<file path="config.mk">
export PLATFORM = sky130hd
export DESIGN_NAME = lst_core
export DESIGN_NICKNAME = d
export VERILOG_FILES = /design/src/lst_pkg.sv /design/src/lst_decode.sv /design/src/lst_core.sv
export SDC_FILE = /design/constraint.sdc
export NUM_CORES = 1
export LEC_CHECK = 0
export BUFFER_PORTS_ARGS = -buffer_cell sky130_fd_sc_hd__buf_2
export CAP_MARGIN = 30
export CORE_MARGIN = 2
export CORE_UTILIZATION = 60
export DETAILED_ROUTE_END_ITERATION = 10
export PLACE_DENSITY = 0.82
export SLEW_MARGIN = 20
export SYNTH_ARGS = -nofsm -noshare
export SYNTH_HDL_FRONTEND = slang
export SYNTH_HIERARCHICAL = 1
export SYNTH_SLANG_ARGS = --single-unit
</file>
<file path="constraint.sdc">
create_clock -name clk -period 11.34 [get_ports clk]
set_input_delay 1.134 -clock clk [delete_from_list [all_inputs] [get_ports clk]]
set_output_delay 1.134 -clock clk [all_outputs]
set_load 0.01 [all_outputs]
</file>
<file path="src/lst_pkg.sv">
// package: opcodes, field values, clock counts and data cycle counts
// assumes: a decoder that sees one instruction byte per clock
package lst_pkg;
	// ***************************************************
	// opcode patterns (width bit stripped where present)
	// ***************************************************
	localparam logic [6:0] OP_AND_RM = 7'h10;
	localparam logic [6:0] OP_AND_MR = 7'h11;
	localparam logic [6:0] OP_AND_ACC = 7'h12;
	localparam logic [5:0] OP_AND_RR = 6'h08;
	localparam logic [5:0] OP_IMM_GRP = 6'h20;
	localparam logic [6:0] OP_TEST_RM = 7'h42;
	localparam logic [6:0] OP_UNARY_GRP = 7'h7B;
	localparam logic [6:0] OP_TEST_ACC = 7'h54;
	localparam logic [5:0] OP_OR_RR = 6'h02;
	localparam logic [6:0] OP_OR_ACC = 7'h06;
	localparam logic [5:0] OP_XOR_RR = 6'h0C;
	localparam logic [6:0] OP_XOR_ACC = 7'h1A;
	localparam logic [6:0] OP_COMPARE_STRING_OP = 7'h53;
	localparam logic [6:0] OP_INS = 7'h36;
	localparam logic [6:0] OP_LOAD_STRING_OP = 7'h56;
	localparam logic [6:0] OP_MOVE_STRING_OP = 7'h52;
	localparam logic [6:0] OP_PORT_OUTPUT_STRING_OP = 7'h37;
	localparam logic [6:0] OP_SCAN_STRING_OP = 7'h57;
	localparam logic [6:0] OP_STORE_STRING_OP = 7'h55;
	localparam logic [7:0] OP_TABLE_TRANSLATE_OP = 8'hD7;
	localparam logic [7:0] PFX_REPEAT_WHILE_EQUAL_PREFIX = 8'hF3;
	// ***************************************************
	// reg field selectors and mod value for a register
	// ***************************************************
	localparam logic [2:0] SEL_AND = 3'h4;
	localparam logic [2:0] SEL_OR = 3'h1;
	localparam logic [2:0] SEL_XOR = 3'h6;
	localparam logic [2:0] SEL_TEST = 3'h0;
	localparam logic [2:0] SEL_NOT = 3'h2;
	localparam logic [1:0] MOD_REG = 2'h3;
	// ***************************************************
	// clock counts and repeat data cycles
	// ***************************************************
	localparam logic [5:0] CLK_REG = 6'h02;
	localparam logic [5:0] CLK_LOGIC_MR = 6'h06;
	localparam logic [5:0] CLK_LOGIC_RM = 6'h07;
	localparam logic [5:0] CLK_TEST_MEM = 6'h05;
	localparam logic [5:0] CLK_NOT_MEM = 6'h06;
	localparam logic [5:0] CLK_COMPARE_STRING_OP = 6'h0A;
	localparam logic [5:0] CLK_INS_A = 6'h09;
	localparam logic [5:0] CLK_INS_B = 6'h1D;
	localparam logic [5:0] CLK_LOAD_STRING_OP = 6'h05;
	localparam logic [5:0] CLK_MOVE_STRING_OP = 6'h07;
	localparam logic [5:0] CLK_PORT_OUTPUT_STRING_OP_A = 6'h08;
	localparam logic [5:0] CLK_PORT_OUTPUT_STRING_OP_B = 6'h1C;
	localparam logic [5:0] CLK_SCAN_STRING_OP = 6'h07;
	localparam logic [5:0] CLK_STORE_STRING_OP = 6'h04;
	localparam logic [5:0] CLK_TABLE_TRANSLATE_OP = 6'h05;
	localparam logic [5:0] CLK_REP_BASE = 6'h05;
	localparam logic [5:0] CLK_REP_ITER = 6'h09;
	localparam logic [1:0] DC_REP_ITER = 2'h2;
	// ***************************************************
	// operation classes
	// ***************************************************
	typedef enum logic [3:0] {
		LST_NONE = 4'h0, LST_AND = 4'h1, LST_OR = 4'h2, LST_XOR = 4'h3,
		LST_TEST = 4'h4, LST_NOT = 4'h5, LST_COMPARE_STRING_OP = 4'h6, LST_INS = 4'h7,
		LST_LOAD_STRING_OP = 4'h8, LST_MOVE_STRING_OP = 4'h9, LST_PORT_OUTPUT_STRING_OP = 4'hA, LST_SCAN_STRING_OP = 4'hB,
		LST_STORE_STRING_OP = 4'hC, LST_TABLE_TRANSLATE_OP = 4'hD
	} lst_op_e;
endpackage : lst_pkg

</file>
<file path="src/lst_decode.sv">
// decoder: maps opcode and mode byte to class, clocks and data cycles
// assumes: opcode and mode byte are already held stable by the caller
`timescale 1ns/100ps
`default_nettype none
module lst_decode
	import lst_pkg::*;
(
	// instruction bytes
	input wire logic [7:0] opcode,
	input wire logic [7:0] modrm,
	input wire logic slow_io,
	// decode result
	output lst_pkg::lst_op_e op,
	output logic [5:0] clocks,
	output logic [1:0] data_cycles,
	output logic needs_modrm,
	output logic result_kept,
	output logic valid
);
	logic is_reg;
	logic [2:0] sel;
	assign is_reg = (modrm[7:6] == MOD_REG); // RULE21
	assign sel = modrm[5:3];
	always_comb
	begin
		op = LST_NONE;
		clocks = CLK_REG;
		data_cycles = 2'h0;
		needs_modrm = 1'b0;
		result_kept = 1'b1;
		valid = 1'b1;
		if (opcode[7:2] == OP_AND_RR || opcode[7:2] == OP_OR_RR ||
			opcode[7:2] == OP_XOR_RR)
		begin
			// d bit: 1 means reg field is the destination
			op = (opcode[7:2] == OP_AND_RR) ? LST_AND :
				(opcode[7:2] == OP_OR_RR) ? LST_OR : LST_XOR; // RULE20
			needs_modrm = 1'b1;
			if (is_reg)
				clocks = CLK_REG; // RULE6 RULE7
			else if (opcode[1])
			begin
				clocks = CLK_LOGIC_MR; // RULE1
				data_cycles = 2'h1;
			end
			else
			begin
				clocks = CLK_LOGIC_RM; // RULE1
				data_cycles = 2'h2;
			end
		end
		else if (opcode[7:1] == OP_AND_ACC || opcode[7:1] == OP_OR_ACC ||
			opcode[7:1] == OP_XOR_ACC)
		begin
			op = (opcode[7:1] == OP_AND_ACC) ? LST_AND :
				(opcode[7:1] == OP_OR_ACC) ? LST_OR : LST_XOR; // RULE2 RULE6 RULE8
			clocks = CLK_REG;
		end
		else if (opcode[7:2] == OP_IMM_GRP && opcode[1] == 1'b0)
		begin
			needs_modrm = 1'b1;
			clocks = is_reg ? CLK_REG : CLK_LOGIC_RM; // RULE2 RULE5 RULE8
			data_cycles = is_reg ? 2'h0 : 2'h2;
			if (sel == SEL_AND)
				op = LST_AND;
			else if (sel == SEL_OR)
				op = LST_OR;
			else if (sel == SEL_XOR)
				op = LST_XOR;
			else
				valid = 1'b0;
		end
		else if (opcode[7:1] == OP_TEST_RM || opcode[7:1] == OP_TEST_ACC)
		begin
			op = LST_TEST;
			result_kept = 1'b0; // RULE3
			needs_modrm = (opcode[7:1] == OP_TEST_RM);
			if (needs_modrm && !is_reg)
			begin
				clocks = CLK_TEST_MEM; // RULE3
				data_cycles = 2'h1;
			end
		end
		else if (opcode[7:1] == OP_UNARY_GRP)
		begin
			needs_modrm = 1'b1;
			if (sel == SEL_TEST)
			begin
				op = LST_TEST;
				result_kept = 1'b0;
				clocks = is_reg ? CLK_REG : CLK_TEST_MEM; // RULE4
				data_cycles = is_reg ? 2'h0 : 2'h1;
			end
			else if (sel == SEL_NOT)
			begin
				op = LST_NOT;
				clocks = is_reg ? CLK_REG : CLK_NOT_MEM; // RULE9
				data_cycles = is_reg ? 2'h0 : 2'h2;
			end
			else
				valid = 1'b0;
		end
		else if (opcode == OP_TABLE_TRANSLATE_OP)
		begin
			op = LST_TABLE_TRANSLATE_OP;
			clocks = CLK_TABLE_TRANSLATE_OP; // RULE17
			data_cycles = 2'h1;
		end
		else
		begin
			data_cycles = 2'h1;
			unique case (opcode[7:1])
				OP_COMPARE_STRING_OP:
				begin
					op = LST_COMPARE_STRING_OP;
					clocks = CLK_COMPARE_STRING_OP; // RULE10
					data_cycles = 2'h2;
				end
				OP_INS:
				begin
					op = LST_INS;
					clocks = slow_io ? CLK_INS_B : CLK_INS_A; // RULE11
				end
				OP_LOAD_STRING_OP:
				begin
					op = LST_LOAD_STRING_OP;
					clocks = CLK_LOAD_STRING_OP; // RULE12
				end
				OP_MOVE_STRING_OP:
				begin
					op = LST_MOVE_STRING_OP;
					clocks = CLK_MOVE_STRING_OP; // RULE13
					data_cycles = 2'h2;
				end
				OP_PORT_OUTPUT_STRING_OP:
				begin
					op = LST_PORT_OUTPUT_STRING_OP;
					clocks = slow_io ? CLK_PORT_OUTPUT_STRING_OP_B : CLK_PORT_OUTPUT_STRING_OP_A; // RULE14
				end
				OP_SCAN_STRING_OP:
				begin
					op = LST_SCAN_STRING_OP;
					clocks = CLK_SCAN_STRING_OP; // RULE15
				end
				OP_STORE_STRING_OP:
				begin
					op = LST_STORE_STRING_OP;
					clocks = CLK_STORE_STRING_OP; // RULE16
				end
				default:
				begin
					valid = 1'b0;
					data_cycles = 2'h0;
				end
			endcase
		end
	end
endmodule : lst_decode
`default_nettype wire

</file>
<file path="src/lst_core.sv">
// top: takes instruction bytes, times execution, issues data cycles
// assumes: bytes come from fetch logic on clk; bus answers with bus_done
// What this block does
// [RULE1] AND memory forms: 6 clocks/1, 7 clocks/2
// [RULE2] AND immediate reg field 100, 2/7 clocks
// [RULE3] test ANDs, sets flags, drops result
// [RULE4] test immediate reg field 000, 2/5 clocks
// [RULE5] OR immediate reg field 001, 2/7 clocks
// [RULE6] OR accumulator and register forms take 2
// [RULE7] XOR register 2, memory 7 or 6
// [RULE8] XOR immediate reg field 110, 2/7 clocks
// [RULE9] invert reg field 010, 2/6 clocks
// [RULE10] compare string: 10 clocks, two cycles
// [RULE11] port input string: 9 or 29 clocks
// [RULE12] load string: 5 clocks, one cycle
// [RULE13] move string: 7 clocks, read then write
// [RULE14] port output string: 8 or 28 clocks
// [RULE15] scan string: 7 clocks, one cycle
// [RULE16] store string: 4 clocks, one cycle
// [RULE17] table translate byte: 5 clocks, one cycle
// [RULE18] repeats count from 16 or 32-bit count
// [RULE19] repeat-equal compare: 5+9n, stop on mismatch
// [RULE20] width bit picks byte; direction picks destination
// [RULE21] slash counts: register first, memory second
`timescale 1ns/100ps
`default_nettype none
module lst_core
	import lst_pkg::*;
(
	// clock and reset
	input wire logic clk,
	input wire logic rst,
	// instruction byte stream
	input wire logic byte_valid,
	input wire logic [7:0] byte_data,
	output logic byte_ready,
	// machine state
	input wire logic addr32,
	input wire logic slow_io,
	input wire logic [31:0] count_in,
	input wire logic compare_equal,
	// data bus
	output logic bus_req,
	output logic bus_write,
	output logic bus_io,
	output logic bus_width_full,
	input wire logic bus_done,
	// status
	output lst_pkg::lst_op_e op_out,
	output logic flags_only,
	output logic writes_accumulator,
	output logic busy,
	output logic done,
	output logic illegal
);
	import lst_pkg::*;
	// ***************************************************
	// state and storage
	// ***************************************************
	typedef enum logic [4:0] {
		ST_OPC = 5'b00001, ST_MODRM = 5'b00010, ST_EXEC = 5'b00100,
		ST_REP = 5'b01000, ST_DONE = 5'b10000
	} lst_state_e;
	lst_state_e state_reg;
	logic [7:0] opcode_reg;
	logic [7:0] modrm_reg;
	logic rep_reg;
	logic opc_seen_reg;
	logic [31:0] count_reg;
	logic [5:0] cyc_reg;
	logic [1:0] dc_reg;
	logic bus_req_reg;
	logic flags_reg;
	logic wacc_reg;
	logic width_reg;
	logic illegal_reg;
	lst_op_e op_reg;
	lst_op_e dec_op;
	logic [5:0] dec_clocks;
	logic [1:0] dec_dc;
	logic dec_modrm;
	logic dec_kept;
	logic dec_valid;
	logic [7:0] modrm_view;
	logic exec_end;
	logic [31:0] count_start;
	// the mode byte is not yet held while the opcode is in the first state;
	// while it is offered, decode from the pin so the count matches its mode
	assign modrm_view = (state_reg == ST_OPC) ? 8'hC0 :
		(state_reg == ST_MODRM) ? byte_data : modrm_reg;
	lst_decode u_dec (
		.opcode(opcode_reg),
		.modrm(modrm_view),
		.slow_io(slow_io),
		.op(dec_op),
		.clocks(dec_clocks),
		.data_cycles(dec_dc),
		.needs_modrm(dec_modrm),
		.result_kept(dec_kept),
		.valid(dec_valid)
	);
	// ***************************************************
	// handshakes
	// ***************************************************
	// no fetch in the decode cycle, or the mode byte lands as an opcode
	assign byte_ready = ((state_reg == ST_OPC) && !opc_seen_reg) ||
		(state_reg == ST_MODRM);
	assign count_start = addr32 ? count_in : {16'h0000, count_in[15:0]}; // RULE18
	// the last clock of an execution; bus still owes a cycle holds it off
	assign exec_end = (cyc_reg == 6'h01) && (dc_reg == 2'h0) && !bus_req_reg;
	// ***************************************************
	// sequencing
	// ***************************************************
	always_ff @(posedge clk or posedge rst)
	begin
		if (rst)
		begin
			state_reg <= ST_OPC;
			opcode_reg <= 8'h00;
			modrm_reg <= 8'h00;
			rep_reg <= 1'b0;
			count_reg <= 32'h0;
			opc_seen_reg <= 1'b0;
		end
		else
		begin
			unique case (state_reg)
				ST_OPC:
				begin
					if (opc_seen_reg)
					begin
						opc_seen_reg <= 1'b0;
						state_reg <= dec_modrm ? ST_MODRM : ST_EXEC;
						count_reg <= count_start; // RULE18
					end
					else if (byte_valid && byte_data == PFX_REPEAT_WHILE_EQUAL_PREFIX)
						rep_reg <= 1'b1; // RULE19
					else if (byte_valid)
					begin
						opcode_reg <= byte_data;
						opc_seen_reg <= 1'b1;
					end
				end
				ST_MODRM:
				begin
					if (byte_valid)
					begin
						modrm_reg <= byte_data;
						state_reg <= ST_EXEC;
					end
				end
				ST_EXEC:
				begin
					if (!dec_valid)
						state_reg <= ST_DONE;
					else if (exec_end && rep_reg)
					begin
						count_reg <= count_reg - 32'h1;
						if (count_reg == 32'h1 || !compare_equal) // RULE19
							state_reg <= ST_DONE;
						else
							state_reg <= ST_REP;
					end
					else if (exec_end)
						state_reg <= ST_DONE;
				end
				ST_REP:
					state_reg <= ST_EXEC;
				ST_DONE:
				begin
					state_reg <= ST_OPC;
					rep_reg <= 1'b0;
					modrm_reg <= 8'h00;
				end
				default:
					state_reg <= ST_OPC;
			endcase
		end
	end
	// ***************************************************
	// clock counting and data cycles
	// ***************************************************
	always_ff @(posedge clk or posedge rst)
	begin
		if (rst)
		begin
			cyc_reg <= 6'h00;
			dc_reg <= 2'h0;
			bus_req_reg <= 1'b0;
		end
		else if (state_reg == ST_MODRM || (state_reg == ST_OPC && opc_seen_reg
			&& !dec_modrm))
		begin
			// repeated forms open with the setup clocks, then one pass
			cyc_reg <= rep_reg ? 6'(CLK_REP_BASE + CLK_REP_ITER) :
				dec_clocks; // RULE19
			dc_reg <= rep_reg ? DC_REP_ITER : dec_dc;
		end
		else if (state_reg == ST_REP)
		begin
			cyc_reg <= CLK_REP_ITER; // RULE19
			dc_reg <= DC_REP_ITER;
		end
		else if (state_reg == ST_EXEC)
		begin
			if (cyc_reg > 6'h01)
				cyc_reg <= cyc_reg - 6'h01;
			if (bus_req_reg && bus_done)
				bus_req_reg <= 1'b0;
			else if (!bus_req_reg && dc_reg != 2'h0 && dec_valid)
			begin
				bus_req_reg <= 1'b1;
				dc_reg <= dc_reg - 2'h1;
			end
		end
	end
	// ***************************************************
	// result attributes
	// ***************************************************
	always_ff @(posedge clk or posedge rst)
	begin
		if (rst)
		begin
			op_reg <= LST_NONE;
			flags_reg <= 1'b0;
			wacc_reg <= 1'b0;
			width_reg <= 1'b0;
			illegal_reg <= 1'b0;
		end
		else if (state_reg == ST_EXEC)
		begin
			op_reg <= dec_op;
			flags_reg <= !dec_kept; // RULE3
			wacc_reg <= (dec_op == LST_LOAD_STRING_OP) || (dec_op == LST_TABLE_TRANSLATE_OP); // RULE12
			width_reg <= (opcode_reg == OP_TABLE_TRANSLATE_OP) ? 1'b0 : opcode_reg[0]; // RULE20
			illegal_reg <= !dec_valid;
		end
	end
	// second of two data cycles writes for read-modify-write and move
	always_comb
	begin
		bus_write = 1'b0;
		if (bus_req_reg)
		begin
			unique case (op_reg)
				LST_STORE_STRING_OP, LST_PORT_OUTPUT_STRING_OP:
					bus_write = 1'b1; // RULE14 RULE16
				LST_MOVE_STRING_OP, LST_AND, LST_OR, LST_XOR, LST_NOT:
					bus_write = (dc_reg == 2'h0) && dec_kept && // RULE13
						(dec_dc == 2'h2); // RULE1
				default:
					bus_write = 1'b0;
			endcase
		end
	end
	assign bus_req = bus_req_reg;
	assign bus_io = bus_req_reg && (op_reg == LST_INS || op_reg == LST_PORT_OUTPUT_STRING_OP); // RULE11
	assign bus_width_full = width_reg;
	assign op_out = op_reg;
	assign flags_only = flags_reg;
	assign writes_accumulator = wacc_reg;
	assign busy = (state_reg != ST_OPC);
	assign done = (state_reg == ST_DONE);
	assign illegal = illegal_reg && (state_reg == ST_DONE);
endmodule : lst_core
`default_nettype wire

</file>
# After elaboration in Yosys (flattened, before gate mapping)
# Index checks and enable logic that the tools add are counted.
totals:
  regBits: 72
  in_bits: 47
  output_inout_bits: 14
  word_cells: 240
op_classes:
  add_sub_neg: 3
  n_lt_le_gt_ge: 1
  n_eq_ne: 51
  mux: 109
  bitwise: 5
  n_reduce_logical: 57
op_table:
  columns: ["operator", "n"]
  rows:
  - ["32-bit 2-to-1 mux", 4]
  - ["6-bit 2-to-1 mux", 14]
  - ["32-bit one-hot mux with 2 select lines", 1]
  - ["7-bit == test, second input constant", 8]
  - ["4-bit 2-to-1 mux", 11]
  - ["5-bit 2-to-1 mux", 8]
  - ["1-bit 2-to-1 mux", 37]
  - ["2-bit 2-to-1 mux", 18]
  - ["6-bit one-hot mux with 6 select lines", 1]
  - ["32-bit by 1-bit == test with 1-bit output, second input constant", 1]
  - ["32-bit by 1-bit subtractor with 32-bit output, second input constant", 1]
  - ["4-bit one-hot mux with 7 select lines", 1]
  - ["8-bit 2-to-1 mux", 3]
  - ["4-bit == test, second input constant", 5]
  - ["5-bit one-hot mux with 4 select lines", 1]
  - ["3-bit 2-to-1 mux", 6]
  - ["8-bit == test, second input constant", 2]
  - ["1-bit logical AND", 16]
  - ["8-bit one-hot mux with 2 select lines", 1]
  - ["7-bit by 5-bit == test with 1-bit output, second input constant", 2]
  - ["7-bit by 6-bit == test with 1-bit output, second input constant", 2]
  - ["6-bit by 4-bit == test with 1-bit output, second input constant", 2]
  - ["4-bit AND reduction", 3]
  - ["1-bit logical OR", 10]
  - ["37 further kinds", 68]

# Longest topological paths before layout
logic_depth:
  depth_word: 17
  depth_mapped: 14
  depth_no_buf: 13

# Hierarchy
# Netlist, hierarchy kept.
by_module_without_submodules:
  columns: ["mod", "n_inst", "cells_per_inst", "area_each_um2", "seq_area_each_um2"]
  rows:
  - ["lst_core", 1, 517, 4274.1, 1803.0]
  - ["lst_decode", 1, 119, 864.6, 0.0]

# Worst setup path before layout
# Ideal clock, no wire load.
synth_path:
  path_type: "flip-flop to output port"
  startpoint: "register state_reg[1]"
  endpoint: "output port bus_write"
  t_arrival_ns: 2.930
  required_time_ns: 10.206
  path_slack_ns: 7.276
  path_stages_with_launch: 13
  path_buffers: 1
  path_cell_list: "dfrtp_1 -> clkbuf_1 -> or3b_2 -> nor2_1 -> nand2_1 -> a21oi_1 -> a2111oi_0 -> nor3_1 -> o32ai_1 -> nand4b_1 -> o22a_1 -> o22ai_1 -> and2_1"
synth_via:
  word_cells_on_any_way: 31
  classes_between: "eq/ne (5); mux (21); reduce/logical (5)"
synth_rtl:
  columns: ["element", "line", "source"]
  rows:
  - ["start: declaration", "lst_core.sv:64", "lst_state_e state_reg;"]
  - ["start signal: assignment", "lst_core.sv:133", "state_reg <= dec_modrm ? ST_MODRM : ST_EXEC;"]
  - ["5-bit by 2-bit == test with 1-bit output", "lst_core.sv:90", "(state_reg == ST_MODRM) ? byte_data : modrm_reg;"]
  - ["8-bit 2-to-1 mux", "lst_core.sv:90", null]
  - ["8-bit 2-to-1 mux *", "lst_core.sv:89", "assign modrm_view = (state_reg == ST_OPC) ? 8'hC0 :"]
  - ["via modrm_view[5]", "lst_core.sv:84", "logic [7:0] modrm_view;"]
  - ["3-bit by 2-bit == test with 1-bit output", "lst_decode.sv:94", "else if (sel == SEL_NOT)"]
  - ["2-bit 2-to-1 mux", "lst_decode.sv:94", null]
  - ["2-bit 2-to-1 mux *", "lst_decode.sv:87", "if (sel == SEL_TEST)"]
  - ["2-bit 2-to-1 mux *", "lst_decode.sv:84", "else if (opcode[7:1] == OP_UNARY_GRP)"]
  - ["2-bit 2-to-1 mux *", "lst_decode.sv:73", "else if (opcode[7:1] == OP_TEST_RM || opcode[7:1] == OP_TEST_ACC)"]
  - ["2-bit 2-to-1 mux *", "lst_decode.sv:59", "else if (opcode[7:2] == OP_IMM_GRP && opcode[1] == 1'b0)"]
  - ["2-bit 2-to-1 mux *", "lst_decode.sv:52", "else if (opcode[7:1] == OP_AND_ACC || opcode[7:1] == OP_OR_ACC ||"]
  - ["2-bit 2-to-1 mux *", "lst_decode.sv:32", "if (opcode[7:2] == OP_AND_RR || opcode[7:2] == OP_OR_RR ||"]
  - ["via dec_dc[0]", "lst_core.sv:80", "logic [1:0] dec_dc;"]
  - ["2-bit == test *", "lst_core.sv:250", "(dec_dc == 2'h2);"]
  - ["1-bit logical AND *", "lst_core.sv:249", "bus_write = (dc_reg == 2'h0) && dec_kept &&"]
  - ["1-bit one-hot mux with 2 select lines *", "lst_core.sv:245", "unique case (op_reg)"]
  - ["1-bit 2-to-1 mux *", "lst_core.sv:243", "if (bus_req_reg)"]
  - ["end: declaration", "lst_core.sv:44", "output logic bus_write,"]
# The timed path passes the listed nets; every way through them passes the cells marked *.

# Worst setup path after layout
# Same ends and word-level chain as after synthesis.

==> run summary <==
### Power
• **power density cells** 259 mW/mm²
• **maximum vdd ir drop** 115 µV
• **reported leakage power** 2.30 nW

### Routing
• **post-detailed-route count of antenna-violating nets** 0
• **met3 routed WL** 924 µm
• **met2 WL post-DR** 6380 µm
• **Routed wire per std cell** 17.4 µm
• **DRC** 0
• **met1 layer wirelength in the final routing** 5720 µm
• **top metal layer carrying routed signals** met4
• **via count** 5038
• **initial DRC count** 416
• **Via-to-Cell Ratio** 6.60
• **first-pass detailed-route iteration total** 5
• **routed wire length** 13300 µm

### Place
• **post-placement cell count** 746
• **count of buffers from port buffering** 60
• **final HPWL from detailed placement** 9330 µm
• **global placer's final weighted congestion** 1.03
• **worst setup timing slack at the placement stage** 6.92 ns

### Finish
• **area added between synthesis and finish** 9.93%
• **Antenna Cells** 0
• **layout cell share with drive strength beyond 1** 0.184
• **fin cells** 763
• **final core utilization** 0.674
• **flip-flop count of the largest register after layout** 32
• **area used by multi-input combinational logic** 0.00296 mm²
• **number of nets in the layout** 705
• **register area** 0.00173 mm²
• **number of fill cells in the layout** 681

### Timing
• **setup total negative slack** 0 ns
• **max frequency** 0.205 GHz
• **Max-slew headroom** 0.494
• **final setup fails** 0
• **transition time at the pin with the least slew margin** 0.759 ns
• **min cycle time layout** 4.88 ns
• **Worst Skew** 0.0100 ns
• **unrepaired setup endpoints after global routing** false
• **ratio of final minimum period to clock period** 0.430
• **final worst setup slack** 6.46 ns
• **Slew Limit Fails** 0
• **count of final hold-check violations** 0

### Clock network
• **Inserted Clock Buffers** 9
• **total clock sinks** 69
• **setup bufs post-CTS** 0
• **number of levels in the clock H-tree** 3
• **root buffer cell** clkbuf_8
• **post-cts resize count** 0
• **clock-pin slew on the worst setup and hold paths** 0.08 ns
• **insertion delay to the later sink of the worst-skew pair** 0.35 ns
• **clock tree buffer depth** 2
• **count of hold-fix buffers inserted at cts** 0
• **clock tree from TritonCTS** built

### Logic synthesis
• **combined area of all synthesized cells** 0.00499 mm²
• **average footprint of a synthesized cell** 8.11 µm²
• **Post-Synthesis Net Count** 667
• **number of instances in the synthesized netlist** 615
• **synthesis warning total** 6

### Worst setup path
• **category of the worst setup path capture point** primary output
• **data arrival time of the worst path** 3.74 ns
• **maximum fanout along the worst path** 9
• **Critical Path Source Type** register
• **critical path start-end classification** register to primary output
• **required time at the endpoint of the critical path** 10.21 ns

### Die
• **die outline area** 0.00906 mm²
• **chip width** 95.2 µm
• **effective utilization at floorplan** 0.613
• **I/O pins** 61
• **standard-cell row count** 33
• **vertical extent of the die** 95.2 µm
• **placeable core region** 0.00813 mm²

### Worst hold path
• **worst min path class** register to register

### Global route
• **pin count of the biggest net entering global routing** 70
• **wire length of the first global-routing pass** 21800 µm
• **GRT Total Usage** 0.303
• **initial antenna violation count** 0
• **grt total ovfl** 0
• **vias in the first global route** 4539

### Run status
• **outcome** complete, no violations

### Run
• **max-cap viol count** 0

-- power by group --
group          internal [W]  leakage [nW]  switching [W]
sequential         0.000356         0.854       0.000163
combinational      0.000278          1.34       0.000411
clock              0.000114         0.102      0.0000989
-- metal layers --
layer,global-route usage,vias to the layer above
li1,-,2364
met1,0.419,2422
met2,0.492,229
met3,0.0372,23
met4,0.105,0
met5,0,-
-- worst max-delay path: stages (launching register included) --
cell       delay [ns]
dfrtp_1          0.48
or3b_2           0.53
nor2_1           0.29
nand2_1          0.09
a21oi_1          0.38
a2111oi_0        0.14
nor3_1           0.39
o32ai_1          0.20
nand4b_1         0.28
o22a_1           0.23
o22ai_1          0.14
and2_1           0.13
buf_2            0.12
-- final cells by class --
type | count | area share
repair buffers | 67 | 0.0680
flip-flops and latches | 69 | 0.315
clock inverters | 5 | 0.0107
inverters | 23 | 0.0157
well taps | 105 | 0.0240
multi-input cells | 483 | 0.539
clock buffers | 11 | 0.0276
-- cell usage in the layout, fill, tap and decap left out, types with 5 or more instances in the layout --
cell type and instances:
nor2_1 54, a211oi_1 6, nor4_1 13, nand2_1 69, inv_1 22, o32ai_1 5, a32oi_1 5, a31oi_1 7
a21o_1 6, o22ai_1 7, nand4_1 12, buf_4 6, nand3_1 12, buf_2 60, nor3_1 21, nand4b_1 5
nor2b_1 5, or3_1 8, o21ai_0 63, mux2_2 6, or4_1 10, ha_1 5, or2_2 6, dfrtp_1 68
nand3b_1 8, and2_1 8, nand2b_1 6, clkbuf_8 11, a22oi_1 10, a21oi_1 40
-- path summary, 6_finish.rpt --
path | from | endpoint | slack, ns | cells past startpoint
min in group asynchronous | rst | opcode_reg[1] | 0.81 | 3
worst min register to register | writes_accumulator | writes_accumulator | 0.46 | 2
max in group asynchronous | rst | state_reg[0] | 9.93 | 4
worst max-delay path | state_reg[1] | bus_write | 6.46 | 12
worst min-delay path | writes_accumulator | writes_accumulator | 0.46 | 2
worst max register to register | state_reg[1] | count_reg[17] | 7.41 | 11
-- per-stage QoR --
step / instance area [µm²] / hold WS [ns] / power, W
5_1_grt: 5480 / 0.492 / 0.00153
2_1_floorplan: 4990 / 0.442 / 0.00103
6_report: 5480 / 0.465 / 0.00142
3_5_place_dp: 5250 / 0.451 / 0.00119
4_1_cts: 5460 / 0.470 / 0.00141
3_3_place_gp: 5250 / 0.445 / 0.00115
Power figures use the tool's default switching activity.
